**src/logic/dssje_regs.vh**
```
`ifndef DSSJE_REGS_VH
`define DSSJE_REGS_VH
`define DSSJE_OPC_HI 31
`define DSSJE_OPC_LO 26
`define DSSJE_RS_HI 25
`define DSSJE_RS_LO 21
`define DSSJE_RT_HI 20
`define DSSJE_RT_LO 16
`define DSSJE_RD_HI 15
`define DSSJE_RD_LO 11
`define DSSJE_SA_HI 10
`define DSSJE_SA_LO 6
`define DSSJE_FN_HI 5
`define DSSJE_FN_LO 0
`define DSSJE_IDX_HI 25
`define DSSJE_OPC_REGFMT 6'h00
`define DSSJE_OPC_RJUMP 6'h02
`define DSSJE_OPC_RJUMPL 6'h03
`define DSSJE_FN_DWORD_SHIFT_RIGHT_VARIABLE 6'h16
`define DSSJE_FN_DSUBT 6'h2E
`define DSSJE_FN_DSUBW 6'h2F
`define DSSJE_FN_RJLINK 6'h09
`define DSSJE_LINK_REG 5'h1F
`define DSSJE_LINK_OFS 64'h0000000000000008
`define DSSJE_SLOT_OFS 64'h0000000000000004
`define DSSJE_REGION_LSB 28
`define DSSJE_SHAMT_HI 5
`define DSSJE_ALIGN_HI 1
`endif

```
**src/logic/dssje_exec.v**
```verilog
// Behaviour
// - Shift-right-variable decodes on zero major opcode, zero bits 10..6, function 010110.
// - Shift second source right by low six bits of first source, zero fill.
// - Trapping subtract decodes on function 101110; first minus second source.
// - Trapping subtract overflow: no write-back, raise integer overflow.
// - Trapping subtract without overflow writes the full 64-bit difference.
// - Wrapping subtract, function 101111, writes modulo difference, never raises integer overflow.
// - Region jump target: index shifted by two, upper bits from delay-slot address.
// - Every jump takes effect after the one delay-slot instruction.
// - Region jump with link writes PC plus 8 into register 31.
// - Register jump with link decodes on function 001001, bits 20..16 and 10..6 zero.
// - Register jump with link captures target before writing PC plus 8.
// - Misaligned register target faults only when fetched, not at the jump.
// - Jump in last word of a region targets the delay slot's region.
`timescale 1ns/1ps
`default_nettype none
`include "dssje_regs.vh"
module dssje_exec #(
	parameter XLEN = 64
) (
	input wire clk_sys,
	input wire rst_n,
	input wire instr_valid,
	input wire [31:0] instr,
	input wire [XLEN-1:0] pc,
	input wire [XLEN-1:0] src1_val,
	input wire [XLEN-1:0] src2_val,
	input wire mode64_en,
	input wire fetch_valid,
	input wire [XLEN-1:0] fetch_pc,
	output reg wb_en,
	output reg [4:0] wb_reg,
	output reg [XLEN-1:0] wb_data,
	output reg pc_redirect,
	output reg [XLEN-1:0] pc_target,
	output reg exc_overflow,
	output reg exc_reserved,
	output reg exc_addr_fetch
);
	wire is_dword_shift_right_variable;
	wire is_dsubt;
	wire is_dsubw;
	wire is_rjump;
	wire is_rjumpl;
	wire is_rjlink;
	wire [4:0] rd_idx;
	wire [5:0] shamt;
	wire [XLEN-1:0] diff;
	wire ovf;
	wire [XLEN-1:0] slot_pc;
	wire [XLEN-1:0] region_tgt;
	wire [XLEN-1:0] link_val;
	wire is64;
	wire illegal64;
	reg pend_q;
	reg pend_d;
	reg [XLEN-1:0] tgt_q;
	reg [XLEN-1:0] tgt_d;
	reg chk_q;
	reg chk_d;
	reg wb_en_d;
	reg [4:0] wb_reg_d;
	reg [XLEN-1:0] wb_data_d;
	reg pc_redirect_d;
	reg [XLEN-1:0] pc_target_d;
	reg exc_overflow_d;
	reg exc_reserved_d;
	reg exc_addr_fetch_d;

	dssje_decode u_dec (
		.instr(instr),
		.is_dword_shift_right_variable(is_dword_shift_right_variable),
		.is_dsubt(is_dsubt),
		.is_dsubw(is_dsubw),
		.is_rjump(is_rjump),
		.is_rjumpl(is_rjumpl),
		.is_rjlink(is_rjlink)
	);

	// ----------------------------------------
	// Datapath
	// ----------------------------------------
	assign rd_idx = instr[`DSSJE_RD_HI:`DSSJE_RD_LO];
	assign shamt = src1_val[`DSSJE_SHAMT_HI:0];
	assign diff = src1_val - src2_val;
	// Signed overflow: operand signs differ and result sign differs from minuend
	function sub_overflow;
		input [XLEN-1:0] minu;
		input [XLEN-1:0] subt;
		input [XLEN-1:0] res;
		begin
			sub_overflow = (minu[XLEN-1] ^ subt[XLEN-1]) & (minu[XLEN-1] ^ res[XLEN-1]);
		end
	endfunction

	assign ovf = sub_overflow(src1_val, src2_val, diff);
	assign slot_pc = pc + `DSSJE_SLOT_OFS;
	// Upper bits from the delay slot so a last-word jump lands in the next region
	assign region_tgt = {slot_pc[XLEN-1:`DSSJE_REGION_LSB],
		instr[`DSSJE_IDX_HI:0], 2'b00};
	assign link_val = pc + `DSSJE_LINK_OFS;
	assign is64 = is_dword_shift_right_variable | is_dsubt | is_dsubw;
	assign illegal64 = is64 & ~mode64_en;

	// ----------------------------------------
	// Next state
	// ----------------------------------------
	always @*
	begin
		pend_d = pend_q;
		tgt_d = tgt_q;
		chk_d = chk_q;
		// A fetch ends the watch; a slot retiring in the same cycle starts a new one
		if (fetch_valid & chk_q)
			chk_d = 1'b0;
		if (instr_valid)
		begin
			// Jump issued now is applied after the next (delay-slot) instruction
			pend_d = 1'b0;
			if (pend_q)
				chk_d = 1'b1;
			if (is_rjump | is_rjumpl)
			begin
				pend_d = 1'b1;
				tgt_d = region_tgt;
			end
			else if (is_rjlink)
			begin
				pend_d = 1'b1;
				tgt_d = src1_val;
			end
		end
	end

	// ----------------------------------------
	// Output next values
	// ----------------------------------------
	// Index and data hold between instructions; pulses last one cycle
	always @*
	begin
		wb_en_d = 1'b0;
		wb_reg_d = wb_reg;
		wb_data_d = wb_data;
		exc_overflow_d = 1'b0;
		exc_reserved_d = 1'b0;
		pc_redirect_d = instr_valid & pend_q;
		pc_target_d = pc_target;
		if (instr_valid & pend_q)
			pc_target_d = tgt_q;
		// Fault reported only when the redirected address is fetched
		exc_addr_fetch_d = fetch_valid & chk_q & (fetch_pc == pc_target)
			& (|pc_target[`DSSJE_ALIGN_HI:0]);
		if (instr_valid)
		begin
			wb_reg_d = rd_idx;
			// Reserved check wins so a disabled 64-bit op never writes back
			if (illegal64)
				exc_reserved_d = 1'b1;
			else if (is_dword_shift_right_variable)
			begin
				wb_en_d = 1'b1;
				wb_data_d = src2_val >> shamt;
			end
			else if (is_dsubt)
			begin
				// Data still latches; the register file ignores it without the strobe
				wb_en_d = ~ovf;
				exc_overflow_d = ovf;
				wb_data_d = diff;
			end
			else if (is_dsubw)
			begin
				wb_en_d = 1'b1;
				wb_data_d = diff;
			end
			else if (is_rjumpl)
			begin
				wb_en_d = 1'b1;
				wb_reg_d = `DSSJE_LINK_REG;
				wb_data_d = link_val;
			end
			else if (is_rjlink)
			begin
				wb_en_d = 1'b1;
				wb_data_d = link_val;
			end
		end
	end

	// ----------------------------------------
	// Registers
	// ----------------------------------------
	always @(posedge clk_sys)
	begin
		if (!rst_n)
		begin
			pend_q <= 1'b0;
			tgt_q <= {XLEN{1'b0}};
			chk_q <= 1'b0;
			wb_en <= 1'b0;
			wb_reg <= 5'h00;
			wb_data <= {XLEN{1'b0}};
			pc_redirect <= 1'b0;
			pc_target <= {XLEN{1'b0}};
			exc_overflow <= 1'b0;
			exc_reserved <= 1'b0;
			exc_addr_fetch <= 1'b0;
		end
		else
		begin
			pend_q <= pend_d;
			tgt_q <= tgt_d;
			chk_q <= chk_d;
			wb_en <= wb_en_d;
			wb_reg <= wb_reg_d;
			wb_data <= wb_data_d;
			pc_redirect <= pc_redirect_d;
			pc_target <= pc_target_d;
			exc_overflow <= exc_overflow_d;
			exc_reserved <= exc_reserved_d;
			exc_addr_fetch <= exc_addr_fetch_d;
		end
	end
endmodule // dssje_exec
`default_nettype wire

```
**src/logic/dssje_decode.v**
```verilog
`timescale 1ns/1ps
`default_nettype none
`include "dssje_regs.vh"
module dssje_decode (
	input wire [31:0] instr,
	output wire is_dword_shift_right_variable,
	output wire is_dsubt,
	output wire is_dsubw,
	output wire is_rjump,
	output wire is_rjumpl,
	output wire is_rjlink
);
	wire [5:0] opc;

	// Register-format match: zero major opcode, zero bits 10..6, given function code
	function regfmt_is;
		input [31:0] word;
		input [5:0] code;
		begin
			regfmt_is = (word[`DSSJE_OPC_HI:`DSSJE_OPC_LO] == `DSSJE_OPC_REGFMT)
				&& ~|word[`DSSJE_SA_HI:`DSSJE_SA_LO]
				&& (word[`DSSJE_FN_HI:`DSSJE_FN_LO] == code);
		end
	endfunction

	assign opc = instr[`DSSJE_OPC_HI:`DSSJE_OPC_LO];
	assign is_dword_shift_right_variable = regfmt_is(instr, `DSSJE_FN_DWORD_SHIFT_RIGHT_VARIABLE);
	assign is_dsubt = regfmt_is(instr, `DSSJE_FN_DSUBT);
	assign is_dsubw = regfmt_is(instr, `DSSJE_FN_DSUBW);
	assign is_rjump = (opc == `DSSJE_OPC_RJUMP);
	assign is_rjumpl = (opc == `DSSJE_OPC_RJUMPL);
	assign is_rjlink = regfmt_is(instr, `DSSJE_FN_RJLINK)
		&& ~|instr[`DSSJE_RT_HI:`DSSJE_RT_LO];
endmodule // dssje_decode
`default_nettype wire

```
**config.mk**
```make
export PLATFORM = sky130hd
export DESIGN_NAME = dssje_exec
export DESIGN_NICKNAME = d
export VERILOG_FILES = /design/src/logic/dssje_exec.v /design/src/logic/dssje_decode.v
export VERILOG_INCLUDE_DIRS = /design/src /design/src/logic
export SDC_FILE = /design/constraint.sdc
export NUM_CORES = 1
export LEC_CHECK = 0
export ABC_AREA = 1
export BUFFER_PORTS_ARGS = -buffer_cell sky130_fd_sc_hd__buf_2
export CORE_MARGIN = 2
export CORE_UTILIZATION = 40
export DETAILED_ROUTE_END_ITERATION = 6
export HOLD_SLACK_MARGIN = 0.02
export MAX_ROUTING_LAYER = met4
export PLACE_DENSITY = 0.57
export SLEW_MARGIN = 25
export SYNTH_ARGS = -nofsm -noshare
export SYNTH_HDL_FRONTEND = slang
export SYNTH_SLANG_ARGS = --single-unit
```
**constraint.sdc**
```tcl
create_clock -name clk_sys -period 3.8 [get_ports clk_sys]
set_input_delay 0.76 -clock clk_sys [delete_from_list [all_inputs] [get_ports clk_sys]]
set_output_delay 0.76 -clock clk_sys [all_outputs]
set_load 0.01 [all_outputs]
```
==> results.tsv <==
metric	value	unit
floorplan.die_area	55600	um2
clock_root_buffer	clkbuf_16	
pwr-share-comb	34.7	%
setup-violations-final	0	
top_cell_type_s_share_of_synthesized_area	21.9	%
globalRoute.totalOverflow	0	
intPower	4.09	mW
critPathKind	input pin to flop	
top_flop_regs	pc_target: 64 flops, tgt_q: 64 flops, wb_data: 64 flops	
timing.critical_path.from_type	input pin	
die_h	236	um
number_of_max_cap_violations	0	
setup_slack	0.715	ns
synthMostInstantiatedCell	nand2_1	
layout-area-overhead-vs-synth	16.6	%
final.period_utilization	81.2	%
timing.setup.tns	0	ns
power.total	6.74	mW
placeableCoreArea	52900	um2
io_pins	431	
ctsLongestPathBuffers	3	
netlist_area	21500	um2
die_width	236	um
grt_first_pass_wirelength	176000	um
fin_area	25100	um2
dr.pass1.iters	7	
vias_per_instance	5.64	
syn_avg_cell_area	5.44	um2
ys_dominant_reg_cell	dfxtp_1	
htreeDepth	1	
detail_route.wirelength	125000	um
number_of_synthesized_flops_with_an_enable_pin	0	
yosysSeqAreaShare	19.0	%
postSynth.asyncResetShare	0	%
power.clock.fraction	33.0	%
post_cts_resize_count	0	
final_hold_viol_count	0	
num-nets-final	4656	
drt_iter0_drc	3538	
finish.cell_count_without_fillers	5002	
ant_nets	0	
status	finished, final reports clean	
critical_path_data_arrival_time	3.54	ns
ctsHoldBuffers	0	
grt_antenna_before_repair	2	
timing_max_transition_violations_final	0	
synth.yosys.warnings	0	
placedCellCount	4960	
cp.required	4.25	ns
preCtsSetupSlack	0.391	ns
worst-slew-pin-transition	0.987	ns
fin_crit	3.08	ns
floorplan_row_count	84	
ys_seq_elements	204	
skew	0.0128	ns
placement.io_buffers	430	
critPathMostFrequentCell	nand2_1	
post-route-drc-count	0	
power.static_leakage	12.9	nW
clkSinkCount	204	
dp_hpwl	105000	um
gp_routability_congestion	1.12	
numCtsBuffers	24	
vias	28200	
cpMaxStageDelayCell	xor2_1	
vdd_ir_drop_max	0.000298	V
top_cells_by_area_synth	nand2_1, dfxtp_1, inv_1	
global_route.usage.total	44.5	%
power_frac_seq	32.3	%
synthesis.instances	3949	
critical_path.max_stage_delay	0.47	ns
utilization	47.4	%
synth_common_cells	nand2_1, inv_1, nor2_1	
post_drt_wl_per_cell	24.9	um
path_max_fanout	4	
p_sw_share	39.3	%
worst_hold_path_type	input pin to flop	
worstSkewPairLatency	0.53	ns
synth_nets	4307	
grt_max_degree	112	
cts.reportedPaths.clkPinSlew	0.06	ns
cellPowerDensity	269	nW/um2
initial_util	40.7	%
timing.critical_path.cells	buf_2 -> inv_1 -> ha_1 -> nand2_1 -> nor2_1 -> nand2_1 -> inv_1 -> nand2_1 -> nand2_1 -> xor2_1 -> o21ai_0 -> and2_1 -> a31oi_1	
synth.lib_cells_used.distinct	50	
power.switching	2.65	mW
setup.worst_path.end_class	flop	
clock.fmax	0.324	GHz
vias_in_the_first_global_route	25700	
cts_tree	yes	
synth.largest_area_cell	nand2_1	
hold_ws	0.416	ns
postPlaceCellArea	24300	um2
setup_repair_after_global_routing_missed_its_margin	no	
post_route_cells_drive_above_1_share	13.6	%
postCtsSetupRepairBufs	0	
timing.max_slew.rel_slack	33.5	%
-- critical path: cells and delay by family --
family / cells / cell delay, ns
buf+inv: 3 / 0.24
compound gates: 2 / 0.55
simple gates: 6 / 1.12
xor+xnor: 1 / 0.47
fa+ha+maj: 1 / 0.40
-- worst paths after layout --
| check | cells past startpoint | end | from | slack (ns) |
|---|---|---|---|---|
| hold / removal | 2 | exc_reserved | mode64_en | 0.42 |
| hold reg to reg | 2 | tgt_q[61] | tgt_q[61] | 0.46 |
| setup reg to reg | 5 | pc_target[61] | pend_q | 1.78 |
| setup / recovery | 13 | wb_data[13] | src2_val[12] | 0.72 |
-- layer usage --
| layer | wire (um) | GRT usage, % |
|---|---|---|
| met1 | 51000 | 57.2 |
| met2 | 51100 | 64.0 |
| met3 | 13800 | 9.98 |
| met4 | 8720 | 25.1 |
| met5 | 0 | - |
-- placed cells by master, fill, tap and decap left out, types with 7 or more instances in the layout --
cell	count
a21oi_1	266
a31oi_1	34
and2_1	8
buf_12	7
buf_2	428
buf_4	56
clkbuf_16	24
dfxtp_1	204
ha_1	64
inv_1	497
inv_2	11
mux2i_1	7
nand2_1	1252
nand3_1	286
nand4_1	37
nor2_1	400
nor3_1	50
nor4_1	15
o211ai_1	53
o21a_1	16
o21ai_0	357
o21ai_1	15
o21bai_1	13
o22ai_1	11
or2_2	30
xnor2_1	32
xor2_1	71
-- kinds of logic after synthesis --
family	share of synthesized area (%)
compound gates	19.8
fa+ha+maj	3.82
xor+xnor	4.20
flops	19.0
mux	0.326
buf+inv	12.5
simple gates	40.4
-- power by group through the flow --
stage	clock network (mW)	logic, mW	registers (mW)
3_5_place_dp	0	2.24	2.22
5_1_grt	2.32	2.50	2.17
6_report	2.22	2.34	2.17
3_3_place_gp	0	2.25	2.22
2_1_floorplan	0	1.26	2.22
4_1_cts	2.24	2.24	2.17
-- cell type report --
class	instances	area, um2
Antenna cell	2	5.00
Clock buffer	31	677
Clock inverter	9	70.1
Fill cell	6016	27800
Inverter	509	1910
Multi-Input combinational cell	3068	14800
Sequential cell	204	4080
Tap cell	688	861
Timing Repair Buffer	491	2700
(Power assumes the default switching activity.)
